<file path="src/hic_pkg.sv">
// Purpose: Constants for the isochronous IN byte-count write-back block
// Assumes: Descriptor dwords 4..7 held as two 64-bit words, {dw5,dw4} and {dw7,dw6}
// Notes: Count image is {dw7,dw6,dw5} as one 96-bit vector, microframe 0 at bit 0
package hic_pkg;
  localparam int ADDR_W = 4;
  localparam int DATA_W = 32;
  localparam int UF_N = 8;
  localparam int COUNT_W = 12;
  localparam int FLAG_W = 3;
  localparam int FRAME_W = 5;
  localparam int IMG_W = 96;
  localparam int LSB_W = 7;
  // Register word indexes on the Avalon slave
  localparam logic [3:0] REG_DW2 = 4'h0;
  localparam logic [3:0] REG_DW4 = 4'h1;
  localparam logic [3:0] REG_DW5 = 4'h2;
  localparam logic [3:0] REG_DW6 = 4'h3;
  localparam logic [3:0] REG_DW7 = 4'h4;
  localparam logic [3:0] REG_IRQ_STAT = 4'h5;
  localparam logic [3:0] REG_IRQ_MASK = 4'h6;
  localparam logic [3:0] REG_INFO = 4'h7;
  // Descriptor field positions
  localparam int DW2_FRAME_LSB = 3;
  localparam int DW4_ACT_LSB = 0;
  localparam int DW4_STAT_LSB = 8;
  localparam int FLAG_XACT_ERR = 0;
  localparam int FLAG_BABBLE = 1;
  localparam int FLAG_UNDERRUN = 2;
  // Count field LSBs inside the 96-bit image
  localparam logic [6:0] UF0_LSB = 7'h00;
  localparam logic [6:0] UF1_LSB = 7'h0C;
  localparam logic [6:0] UF2_LSB = 7'h18;
  localparam logic [6:0] UF3_LSB = 7'h24;
  localparam logic [6:0] UF4_LSB = 7'h30;
  localparam logic [6:0] UF5_LSB = 7'h3C;
  localparam logic [6:0] UF6_LSB = 7'h48;
  localparam logic [6:0] UF7_LSB = 7'h54;
  // Interrupt event bits
  localparam int EV_WRITTEN = 0;
  localparam int EV_ERROR = 1;
  localparam int EV_SKIPPED = 2;
  localparam int EV_W = 3;
  localparam logic [2:0] EV_RESET = 3'h0;
  localparam logic [31:0] REG_RESET = 32'h0000_0000;

  function automatic logic [6:0] field_lsb(input logic [2:0] idx);
    case (idx)
      3'h0: field_lsb = UF0_LSB;
      3'h1: field_lsb = UF1_LSB;
      3'h2: field_lsb = UF2_LSB;
      3'h3: field_lsb = UF3_LSB;
      3'h4: field_lsb = UF4_LSB;
      3'h5: field_lsb = UF5_LSB;
      3'h6: field_lsb = UF6_LSB;
      default: field_lsb = UF7_LSB;
    endcase
  endfunction

  function automatic logic [31:0] be_merge(input logic [31:0] old, input logic [31:0] wd,
                                           input logic [3:0] be);
    for (int i = 0; i < 4; i++) begin
      be_merge[i*8 +: 8] = be[i] ? wd[i*8 +: 8] : old[i*8 +: 8];
    end
  endfunction
endpackage

</file>
<file path="src/hic_count_merge.sv">
// Purpose: Drops one 12-bit byte count into the 96-bit count image
// Assumes: Image is {dw7,dw6,dw5}; fields may straddle the dword seams
// Notes: Purely combinational; untouched fields pass through unchanged
`timescale 1ns/1ps
`default_nettype none
module hic_count_merge (
  input wire logic [95:0] image_in,
  input wire logic [2:0] idx_in,
  input wire logic [11:0] count_in,
  input wire logic wr_in,
  output logic [95:0] image_out
);
  logic [6:0] lsb;

  always_comb begin
    lsb = hic_pkg::field_lsb(idx_in);
    image_out = image_in;
    // One shift covers the split fields too, since the image is contiguous
    if (wr_in) begin
      image_out[lsb +: hic_pkg::COUNT_W] = count_in;
    end
  end
endmodule
`default_nettype wire

</file>
<file path="src/hic_isoc_writeback.sv">
// Purpose: Isochronous IN byte-count write-back into transfer descriptor dwords 4..7
// Assumes: Packet engine pulses uframe_done_in once per processed microframe
// Notes: Avalon-MM slave, one wait cycle per access; hardware count writes beat software
// Contract
// [RULE1] Microframe 7 count goes to dword 7 bits 63:52 when active and frame matches.
// [RULE2] Microframe 6 count goes to dword 7 bits 51:40 when active and frame matches.
// [RULE3] Microframe 5 count split: high byte dword 7 bits 39:32, low nibble dword 6 31:28.
// [RULE4] Microframe 4 count goes to dword 6 bits 27:16 when active and frame matches.
// [RULE5] Microframe 3 count goes to dword 6 bits 15:4 when active and frame matches.
// [RULE6] Microframe 2 count split: high nibble dword 6 bits 3:0, low byte dword 5 63:56.
// [RULE7] Microframe 1 count goes to dword 5 bits 55:44 when active and frame matches.
// [RULE8] Microframe 0 count goes to dword 5 bits 43:32 when active and frame matches.
// [RULE9] Active bits checked before sending on frame match, cleared after processing.
// [RULE10] Three-bit result per microframe: error, babble on IN, underrun on OUT.
// [RULE11] Inactive or mismatched microframes leave their count fields untouched.
//
// The register offsets and the Avalon-MM interface to the registers are this design's own decisions.
`timescale 1ns/1ps
`default_nettype none
module hic_isoc_writeback (
  input wire logic clk_in,
  input wire logic rstn_in,
  input wire logic [3:0] avs_address_in,
  input wire logic avs_read_in,
  input wire logic avs_write_in,
  input wire logic [31:0] avs_writedata_in,
  input wire logic [3:0] avs_byteenable_in,
  output logic [31:0] avs_readdata_out,
  output logic avs_waitrequest_out,
  input wire logic [4:0] bus_frame_in,
  input wire logic [2:0] uframe_idx_in,
  input wire logic uframe_done_in,
  input wire logic [11:0] rx_count_in,
  input wire logic [2:0] result_flags_in,
  input wire logic token_out_in,
  output logic uframe_send_out,
  output logic irq_out
);
  logic [31:0] dw2_r;
  logic [63:0] desc_a_r;
  logic [63:0] desc_b_r;
  logic [2:0] irq_stat_r;
  logic [2:0] irq_mask_r;
  logic ack_r;
  logic [31:0] rdata_r;
  logic send_r;
  logic [2:0] last_idx_r;

  logic bus_req;
  logic bus_wr;
  logic frame_match;
  logic [7:0] active_bits;
  logic [7:0] hit_v;
  logic hit;
  logic skip;
  logic [2:0] rec_flags;
  logic [63:0] a_sw;
  logic [63:0] b_sw;
  logic [95:0] img_sw;
  logic [95:0] img_nxt;
  logic [31:0] dw4_nxt;
  logic [2:0] ev;

  assign bus_req = avs_read_in | avs_write_in;
  // Writes land only on the edge that completes the transfer
  assign bus_wr = avs_write_in & ack_r;
  assign avs_waitrequest_out = bus_req & ~ack_r;
  assign avs_readdata_out = rdata_r;
  assign uframe_send_out = send_r;
  assign irq_out = |(irq_stat_r & irq_mask_r);

  function automatic logic wr_hit(input logic [3:0] idx, input logic we, input logic [3:0] a);
    wr_hit = we & (a == idx);
  endfunction

  assign frame_match = dw2_r[hic_pkg::DW2_FRAME_LSB +: hic_pkg::FRAME_W] == bus_frame_in;
  assign active_bits = desc_a_r[hic_pkg::DW4_ACT_LSB +: hic_pkg::UF_N];

  // Per-microframe write-back qualifier
  genvar g;
  generate
    for (g = 0; g < hic_pkg::UF_N; g++) begin : g_hit
      assign hit_v[g] = uframe_done_in & (uframe_idx_in == 3'(g)) & active_bits[g]
                        & frame_match; // RULE11
    end
  endgenerate
  assign hit = |hit_v;
  assign skip = uframe_done_in & ~hit;

  // Babble only counts for IN, underrun only for OUT
  always_comb begin
    rec_flags = 3'h0;
    rec_flags[hic_pkg::FLAG_XACT_ERR] = result_flags_in[hic_pkg::FLAG_XACT_ERR]; // RULE10
    rec_flags[hic_pkg::FLAG_BABBLE] = result_flags_in[hic_pkg::FLAG_BABBLE] & ~token_out_in;
    rec_flags[hic_pkg::FLAG_UNDERRUN] = result_flags_in[hic_pkg::FLAG_UNDERRUN] & token_out_in;
  end

  // Software writes first, hardware results laid over them
  always_comb begin
    a_sw = desc_a_r;
    b_sw = desc_b_r;
    if (wr_hit(hic_pkg::REG_DW4, bus_wr, avs_address_in)) begin
      a_sw[31:0] = hic_pkg::be_merge(desc_a_r[31:0], avs_writedata_in, avs_byteenable_in);
    end
    if (wr_hit(hic_pkg::REG_DW5, bus_wr, avs_address_in)) begin
      a_sw[63:32] = hic_pkg::be_merge(desc_a_r[63:32], avs_writedata_in, avs_byteenable_in);
    end
    if (wr_hit(hic_pkg::REG_DW6, bus_wr, avs_address_in)) begin
      b_sw[31:0] = hic_pkg::be_merge(desc_b_r[31:0], avs_writedata_in, avs_byteenable_in);
    end
    if (wr_hit(hic_pkg::REG_DW7, bus_wr, avs_address_in)) begin
      b_sw[63:32] = hic_pkg::be_merge(desc_b_r[63:32], avs_writedata_in, avs_byteenable_in);
    end
    img_sw = {b_sw, a_sw[63:32]};
  end

  hic_count_merge u_merge (
    .image_in(img_sw),
    .idx_in(uframe_idx_in),
    .count_in(rx_count_in),
    .wr_in(hit), // RULE1 RULE2 RULE3 RULE4 RULE5 RULE6 RULE7 RULE8
    .image_out(img_nxt)
  );

  // Active bit clear loses to a software write of the same byte
  always_comb begin
    dw4_nxt = a_sw[31:0];
    if (hit) begin
      dw4_nxt[hic_pkg::DW4_STAT_LSB + 3 * uframe_idx_in +: hic_pkg::FLAG_W] = rec_flags; // RULE10
      if (!(wr_hit(hic_pkg::REG_DW4, bus_wr, avs_address_in) && avs_byteenable_in[0])) begin
        dw4_nxt[uframe_idx_in] = 1'b0; // RULE9
      end
    end
  end

  always_ff @(posedge clk_in) begin
    if (!rstn_in) begin
      desc_a_r <= {hic_pkg::REG_RESET, hic_pkg::REG_RESET};
      desc_b_r <= {hic_pkg::REG_RESET, hic_pkg::REG_RESET};
    end else begin
      desc_b_r <= img_nxt[95:32];
      desc_a_r <= {img_nxt[31:0], dw4_nxt};
    end
  end

  always_ff @(posedge clk_in) begin
    if (!rstn_in) begin
      dw2_r <= hic_pkg::REG_RESET;
    end else if (wr_hit(hic_pkg::REG_DW2, bus_wr, avs_address_in)) begin
      dw2_r <= hic_pkg::be_merge(dw2_r, avs_writedata_in, avs_byteenable_in);
    end
  end

  // Go/no-go for the packet engine, sampled ahead of the microframe
  always_ff @(posedge clk_in) begin
    if (!rstn_in) begin
      send_r <= 1'b0;
    end else begin
      send_r <= active_bits[uframe_idx_in] & frame_match; // RULE9
    end
  end

  always_ff @(posedge clk_in) begin
    if (!rstn_in) begin
      last_idx_r <= 3'h0;
    end else if (uframe_done_in) begin
      last_idx_r <= uframe_idx_in;
    end
  end

  assign ev = {skip, hit & (|rec_flags), hit};

  // Sticky events: a new event beats a write-one-to-clear in the same cycle
  always_ff @(posedge clk_in) begin
    if (!rstn_in) begin
      irq_stat_r <= hic_pkg::EV_RESET;
    end else if (wr_hit(hic_pkg::REG_IRQ_STAT, bus_wr, avs_address_in) && avs_byteenable_in[0]) begin
      irq_stat_r <= (irq_stat_r & ~avs_writedata_in[2:0]) | ev;
    end else begin
      irq_stat_r <= irq_stat_r | ev;
    end
  end

  always_ff @(posedge clk_in) begin
    if (!rstn_in) begin
      irq_mask_r <= hic_pkg::EV_RESET;
    end else if (wr_hit(hic_pkg::REG_IRQ_MASK, bus_wr, avs_address_in) && avs_byteenable_in[0]) begin
      irq_mask_r <= avs_writedata_in[2:0];
    end
  end

  // One wait cycle; read data captured on the first request cycle
  always_ff @(posedge clk_in) begin
    if (!rstn_in) begin
      ack_r <= 1'b0;
    end else begin
      ack_r <= bus_req & ~ack_r;
    end
  end

  always_ff @(posedge clk_in) begin
    if (!rstn_in) begin
      rdata_r <= hic_pkg::REG_RESET;
    end else if (avs_read_in && !ack_r) begin
      case (avs_address_in)
        hic_pkg::REG_DW2: rdata_r <= dw2_r;
        hic_pkg::REG_DW4: rdata_r <= desc_a_r[31:0];
        hic_pkg::REG_DW5: rdata_r <= desc_a_r[63:32];
        hic_pkg::REG_DW6: rdata_r <= desc_b_r[31:0];
        hic_pkg::REG_DW7: rdata_r <= desc_b_r[63:32];
        hic_pkg::REG_IRQ_STAT: rdata_r <= {29'h0, irq_stat_r};
        hic_pkg::REG_IRQ_MASK: rdata_r <= {29'h0, irq_mask_r};
        hic_pkg::REG_INFO: rdata_r <= {21'h0, last_idx_r, 3'h0, bus_frame_in};
        default: rdata_r <= hic_pkg::REG_RESET;
      endcase
    end
  end

  logic sw_desc_wr;
  assign sw_desc_wr = bus_wr && (avs_address_in >= hic_pkg::REG_DW5)
                      && (avs_address_in <= hic_pkg::REG_DW7);
endmodule
`default_nettype wire

</file>
<file path="config.mk">
export PLATFORM = sky130hd
export DESIGN_NAME = hic_isoc_writeback
export DESIGN_NICKNAME = d
export VERILOG_FILES = /design/src/hic_pkg.sv /design/src/hic_count_merge.sv /design/src/hic_isoc_writeback.sv
export SDC_FILE = /design/constraint.sdc
export NUM_CORES = 1
export LEC_CHECK = 0
export ABC_AREA = 1
export BUFFER_PORTS_ARGS = -buffer_cell sky130_fd_sc_hd__buf_2
export CORE_ASPECT_RATIO = 1.75
export CORE_MARGIN = 4
export CORE_UTILIZATION = 59
export CTS_CLUSTER_SIZE = 30
export DETAILED_ROUTE_END_ITERATION = 10
export MAX_ROUTING_LAYER = met4
export PLACE_DENSITY = 0.84
export SLEW_MARGIN = 15
export SYNTH_ARGS = -nofsm -noshare
export SYNTH_HDL_FRONTEND = slang
export SYNTH_SLANG_ARGS = --single-unit
export TNS_END_PERCENT = 100
</file>
<file path="constraint.sdc">
create_clock -name clk_in -period 7.93 [get_ports clk_in]
set_input_delay 0.793 -clock clk_in [delete_from_list [all_inputs] [get_ports clk_in]]
set_output_delay 0.793 -clock clk_in [all_outputs]
set_load 0.02 [all_outputs]
</file>
-- After elaboration in Yosys (flattened, before gate mapping)
Index checks and enable logic that the tools add are counted.
- add/sub/neg operators: 3
- $mul: 1
- $lt $le $gt $ge: 3
- equal/unequal tests: 15
- shift-type cells: 4
- muxes and demuxes: 32
- bitwise gates (word level): 49
- reduce and logical (&&, ||, !) cells: 15
- operators with widths (operator ; count):
    $pmux 32 s8 ; 1
    $mux 32 ; 6
    $mux 8 ; 16
    $bwmux 96 ; 1
    $mux 96 ; 1
    $shift 12x9->96 const A ; 1
    $shiftx 12x9->96 ; 1
    $pmux 7 s7 ; 1
    $and 1x1->1 ; 38
    $neg 6->34 ; 1
    $shift 3x34->32 const A ; 1
    $shiftx 3x34->32 ; 1
    $and 32x32->32 ; 1
    $bwmux 32 ; 1
    $not 8->32 ; 1
    $eq 4x3->1 const B ; 4
    $eq 3x3->1 const B ; 4
    $neg 7->9 ; 1
    $eq 4x2->1 const B ; 2
    $reduce_and 2->1 ; 4
    $reduce_or 8->1 ; 1
    $add 4x5->6 const A ; 1
    $and 3x3->3 ; 2
    $eq 3x2->1 const B ; 2
    20 further kinds ; 29
- register bits: 203
- input bits: 69
- logic and storage cells: 134

-- Longest topological paths before layout
- depth after elaboration: 9
- gate-level depth with buffers: 20
- mapped depth without buffers: 19

-- Cells and area by module
From an unflattened synthesis, not the netlist that was laid out.
- cells, all modules: 2231
- area total of the unflattened synthesis: 13254.0 µm²
- modules (own cells, without submodules) (module ; instances ; cells an instance ; area each (µm²) ; seq. area each (µm²)):
    hic_isoc_writeback ; 1 ; 1666 ; 10664.0 ; 4063.9
    hic_count_merge ; 1 ; 565 ; 2590.0 ; 0.0

-- Worst setup path after synthesis
Ideal clock, no wire load.
- path type: input port to flip-flop
- start point: input uframe_idx_in[0]
- end point: register desc_b_r[0]
- library setup time: 0.116 ns
- arrival time: 3.542 ns
- data required time: 7.814 ns
- slack: 4.272 ns
- stages on the path: 19
- buffers on the path: 3
- cell sequence: inv_1 > buf_1 > ha_1 > nor2_2 > nor2_4 > buf_1 > ha_1 > inv_1 > nor2_1 > nand3_1 > nand2_1 > nand2_2 > buf_6 > nor2_4 > nand2_2 > nor2_4 > nand2_2 > o21ai_0 > nor2_1
- word-level cells in the longest chain between the ends: 6
- RTL lines (what ; line ; source):
    from (decl) ; hic_isoc_writeback.sv:31 ; input wire logic [2:0] uframe_idx_in,
    $eq 3x3->1, or another cell as far along ; hic_pkg.sv:47, hic_isoc_writeback.sv:83 ;
    $pmux 7 s7 / $and 1x1->1 (equally long branches) ; hic_pkg.sv:47, hic_isoc_writeback.sv:83 ;
    $neg 7->9 / $and 1x1->1 (equally long branches) ; hic_count_merge.sv:20, hic_isoc_writeback.sv:83 ;
    $shiftx 12x9->96, or another cell as far along ; hic_count_merge.sv:20 ; image_out[lsb +: hic_pkg::COUNT_W] = count_in;
    $bwmux 96 / $reduce_or 8->1 (equally long branches) ; hic_count_merge.sv:20, hic_isoc_writeback.sv:87 ;
    $mux 96 * ; hic_count_merge.sv:19 ; if (wr_in) begin
    to (signal assigned) ; hic_isoc_writeback.sv:139 ; desc_b_r <= {hic_pkg::REG_RESET, hic_pkg::REG_RESET};
    to (signal assigned) ; hic_isoc_writeback.sv:141 ; desc_b_r <= img_nxt[95:32];
    to (decl) ; hic_isoc_writeback.sv:41 ; logic [63:0] desc_b_r;
Mark *: on every way between the ends. The rest lies on a longest branch, timed or not.
A chain may end at the register's enable or synchronous reset.

-- Worst setup path in the final report
- start point: input uframe_idx_in[0]
- end point: register desc_a_r[63]
- word-level cells in the longest chain between the ends: 6
- RTL lines (what ; line ; source):
    $eq 3x3->1, or another cell as far along ; hic_pkg.sv:47, hic_isoc_writeback.sv:83 ;
    $pmux 7 s7 / $and 1x1->1 (equally long branches) ; hic_pkg.sv:47, hic_isoc_writeback.sv:83 ;
    $neg 7->9 / $and 1x1->1 (equally long branches) ; hic_count_merge.sv:20, hic_isoc_writeback.sv:83 ;
    $shiftx 12x9->96, or another cell as far along ; hic_count_merge.sv:20 ;
    $bwmux 96 / $reduce_or 8->1 (equally long branches) ; hic_count_merge.sv:20, hic_isoc_writeback.sv:87 ;
    $mux 96 * ; hic_count_merge.sv:19 ;
    to (signal assigned) ; hic_isoc_writeback.sv:138 ; desc_a_r <= {hic_pkg::REG_RESET, hic_pkg::REG_RESET};
    to (signal assigned) ; hic_isoc_writeback.sv:142 ; desc_a_r <= {img_nxt[31:0], dw4_nxt};
    to (decl) ; hic_isoc_writeback.sv:40 ; logic [63:0] desc_a_r;
Marked as above.

==> results.toml <==
[detailed_routing]
route.detailed.vias_per_inst = 6.51
drtPass1Iterations = 7
vias = 15100
drc_viols = 0
antenna_violating_nets_post_route = 0
wl_per_cell_um = 24.2
routed_wl_mm = 56.1
dr.first_iter.drc_count = 2078

[floorplanning]
chipWidth_um = 117
area_of_the_core_um2 = 20500
io_pins = 104
std_cell_rows = 69
full_die_area_um2 = 23400
initial_core_util_pct = 60.3
die_height_um = 199

[sta]
setup_repair_after_global_routing_missed_its_margin = "false"
report.final.setup_viol = 0
worst_pin_slew_ns = 1.21
fmax_mhz = 214
finalCriticalPeriod_ns = 4.67
timing.final.crit_share_pct = 58.9
setup_tns_ns = 0
slew_violations = 0
headroom_to_the_max_slew_limit_pct = 19.2
report.final.hold_viol_count = 0
clock-skew-final_ns = 0.0182

[clock_tree]
clock_tree.htree_level_count = 1
post_cts_setup_buffers = 0
cts-buffers-inserted = 20
clock_sinks = 203
cts_hold_repair.buffers = 0
cts-root-to-sink-buffers = 3
cts_root_buf = "sky130_fd_sc_hd__clkbuf_16"
clock_tree_from_tritoncts = "done"
insertion_delay_to_the_later_sink_of_the_worst_skew_pair_ns = 0.51
cts.reportedPaths.clkPinSlew_ns = 0.07
cts-resized-gates = 0

[layout]
num-fill-cells = 1870
layout.cells.non_filler = 2321
finish.net_count = 2142
syn_to_final_growth_pct = 9.94
final_layout_size_suffix_gt1_share_pct = 9.37
post-route-util_pct = 66.3

[critical_path]
critical_path_arrival_ns = 5.12
worst-r2r-cell-count = 8
r2r-end = "desc_a_r[2]$_SDFF_PN0_"
startpoint_type = "input port"
worstSetupEndpointType = "flop"
crit-reg2reg-launch = "ack_r$_SDFF_PN0_"
crit_required_ns = 8.38
crit_path_start = "uframe_idx_in[0]"
worst-path-max-fanout = 22
rrSetupSlack_ns = 4.56
critical_path_start_end_classification = "in2reg"

[synthesis]
mapped_cells = 2012
mappedNetlistArea_um2 = 12300
ys_warn_count = 0
yosys_cell_types = 45
netlist.top_cell.by_area = "sky130_fd_sc_hd__dfxtp_1"
synthesized_flop_and_latch_total = 203
post-synth-top-count-cell = "sky130_fd_sc_hd__nand2_1"
synth_top_flop_cell = "sky130_fd_sc_hd__dfxtp_1"
synth-async-reset-ratio_pct = 0
ys_top_cells_by_area = "sky130_fd_sc_hd__dfxtp_1 (33%), sky130_fd_sc_hd__nand2_1 (16%), sky130_fd_sc_hd__o21ai_0 (9.4%)"
synth_commonest_cells = "sky130_fd_sc_hd__nand2_1 (517), sky130_fd_sc_hd__nor2_1 (280), sky130_fd_sc_hd__o21ai_0 (231), sky130_fd_sc_hd__inv_1 (212), sky130_fd_sc_hd__dfxtp_1 (203)"
yosysTopAreaCellShare_pct = 33.0
synthesis.nets = 2096
synth_sequential_area_ratio_pct = 33.0
postSynthAreaPerCell_um2 = 6.13
synth_edf_count = 0

[placed_design]
place.gp.congestion = 1.12
dpl.hpwl_mm = 40.2
place_inst = 2284
numPortBuffers = 103

[pwr]
power.static_leakage_nw = 5.75
total_power_mw = 2.36
power-per-cell-area_nw_per_um2 = 174
ir_worst_vdd_v = 0.000197

[min_path]
worst_hold_startpoint = "avs_readdata_out[29]$_SDFFE_PN0P_"
hold-path-cell-count = 2
worst_min_delay_path_endpoint = "avs_readdata_out[29]$_SDFFE_PN0P_"
hp-class = "reg2reg"

[outcome]
status = "completed"

[grt]
grt.total_usage_pct = 48.7
number_of_global_route_vias_before_repair = 14300
number_of_antenna_violations_at_the_first_check_in_global_routing = 1
grt_total_ovfl = 0
grt_start_max_net_pins = 103
global_route_wire_length_before_repair_mm = 82.8

[flow_run]
drv.max_cap_violation_count = 0
cell type report:
type                            count  area (µm²)  share of cell area [%]
Multi-Input combinational cell   1490        7060                    52.1
Sequential cell                   203        4060                    30.0
Inverter                          228         856                    6.31
Timing Repair Buffer              115         608                    4.49
Clock buffer                       29         604                    4.46
Tap cell                          248         310                    2.29
Clock inverter                      6        46.3                   0.341
Antenna cell                        2        5.00                  0.0369
routing by layer:
metal  wire, µm  up-vias  GRT usage [%]
met1      17100     6720           49.3
met4       7220        0           45.9
met2      25500     1216           74.7
li1           -     6740              -
met5          0        -              -
met3       6360      442           12.2
worst max path at each step:
stage | depth (start not counted) | slack (ns) | end
finish | 14 | 3.26 | desc_a_r[63]$_SDFF_PN0_
global route | 11 | 3.03 | desc_b_r[0]$_SDFF_PN0_
CTS | 15 | 3.54 | desc_b_r[7]$_SDFF_PN0_
detailed placement | 11 | 3.03 | desc_b_r[32]$_SDFF_PN0_
global placement | 11 | 3.16 | desc_b_r[33]$_SDFF_PN0_
floorplan | 19 | 4.27 | desc_b_r[0]$_SDFF_PN0_
cell usage in the layout (no fill, tap or decap), types with 7 or more instances in the layout:
cell | synthesis | routed
sky130_fd_sc_hd__nand2_1 | 517 | 517
sky130_fd_sc_hd__nor2_1 | 280 | 279
sky130_fd_sc_hd__o21ai_0 | 231 | 231
sky130_fd_sc_hd__inv_1 | 212 | 211
sky130_fd_sc_hd__dfxtp_1 | 203 | 203
sky130_fd_sc_hd__a21oi_1 | 137 | 137
sky130_fd_sc_hd__buf_2 | 17 | 102
sky130_fd_sc_hd__nand3_1 | 89 | 89
sky130_fd_sc_hd__o22ai_1 | 71 | 71
sky130_fd_sc_hd__clkbuf_16 | 0 | 20
sky130_fd_sc_hd__nand4_1 | 19 | 19
sky130_fd_sc_hd__nor3_1 | 16 | 15
sky130_fd_sc_hd__ha_1 | 15 | 15
sky130_fd_sc_hd__o2111ai_1 | 14 | 14
sky130_fd_sc_hd__buf_4 | 2 | 13
sky130_fd_sc_hd__a31oi_1 | 12 | 12
sky130_fd_sc_hd__inv_2 | 8 | 9
sky130_fd_sc_hd__nand2_2 | 9 | 9
sky130_fd_sc_hd__a211oi_1 | 9 | 9
sky130_fd_sc_hd__nor2_2 | 7 | 8
sky130_fd_sc_hd__clkinv_1 | 8 | 8
sky130_fd_sc_hd__o31ai_1 | 8 | 8
sky130_fd_sc_hd__nor2_4 | 7 | 7
sky130_fd_sc_hd__o221ai_1 | 7 | 7
sky130_fd_sc_hd__clkbuf_8 | 0 | 7
flip-flops by register name, indices dropped and copies added (netlist names), 3 cells and up:
register          count
desc_a_r             64
desc_b_r             64
avs_readdata_out     32
dw2_r                32
irq_mask_r            3
irq_stat_r            3
last_idx_r            3
power by group:
group / internal (mW) / total (mW) / switching [mW]
sequential: 1.02 / 1.03 / 0.00333
combinational: 0.0736 / 0.374 / 0.301
clock: 0.532 / 0.960 / 0.429
total: 1.63 / 2.36 / 0.733
per-stage QoR:
stage / hold slack, ns / worst slack, ns / instance area [µm²]
5_1_grt: 0.475 / 3.03 / 13600
3_3_place_gp: 0.443 / 3.16 / 12900
2_1_floorplan: 0.430 / 4.27 / 12300
4_1_cts: 0.462 / 3.54 / 13500
3_5_place_dp: 0.451 / 3.03 / 12900
6_report: 0.462 / 3.26 / 13600
critical path, cell delays in order:
cell and delay (ns):
sky130_fd_sc_hd__buf_2 0.29, sky130_fd_sc_hd__inv_1 0.34, sky130_fd_sc_hd__ha_1 0.40, sky130_fd_sc_hd__nor2_2 0.25, sky130_fd_sc_hd__inv_1 0.06, sky130_fd_sc_hd__nand3_1 0.53, sky130_fd_sc_hd__nor2_1 0.16, sky130_fd_sc_hd__nand2_2 0.17
sky130_fd_sc_hd__nand2_1 0.54, sky130_fd_sc_hd__nor2_4 0.47, sky130_fd_sc_hd__nand2_1 0.10, sky130_fd_sc_hd__nor2_1 0.69, sky130_fd_sc_hd__o21ai_0 0.17, sky130_fd_sc_hd__nor2_1 0.14
cell families (layout without fill, tap and decap cells):
group / Yosys count / count (layout) / synth area share [%]
xor+xnor: 1 / 1 / 0.0710
fa+ha+maj: 15 / 15 / 1.52
simple gates: 960 / 960 / 32.1
compound gates: 514 / 514 / 23.3
flops: 203 / 203 / 33.0
buf+inv: 319 / 378 / 10.0
other cells: 0 / 2 / 0
Power figures use the tool's default switching activity.
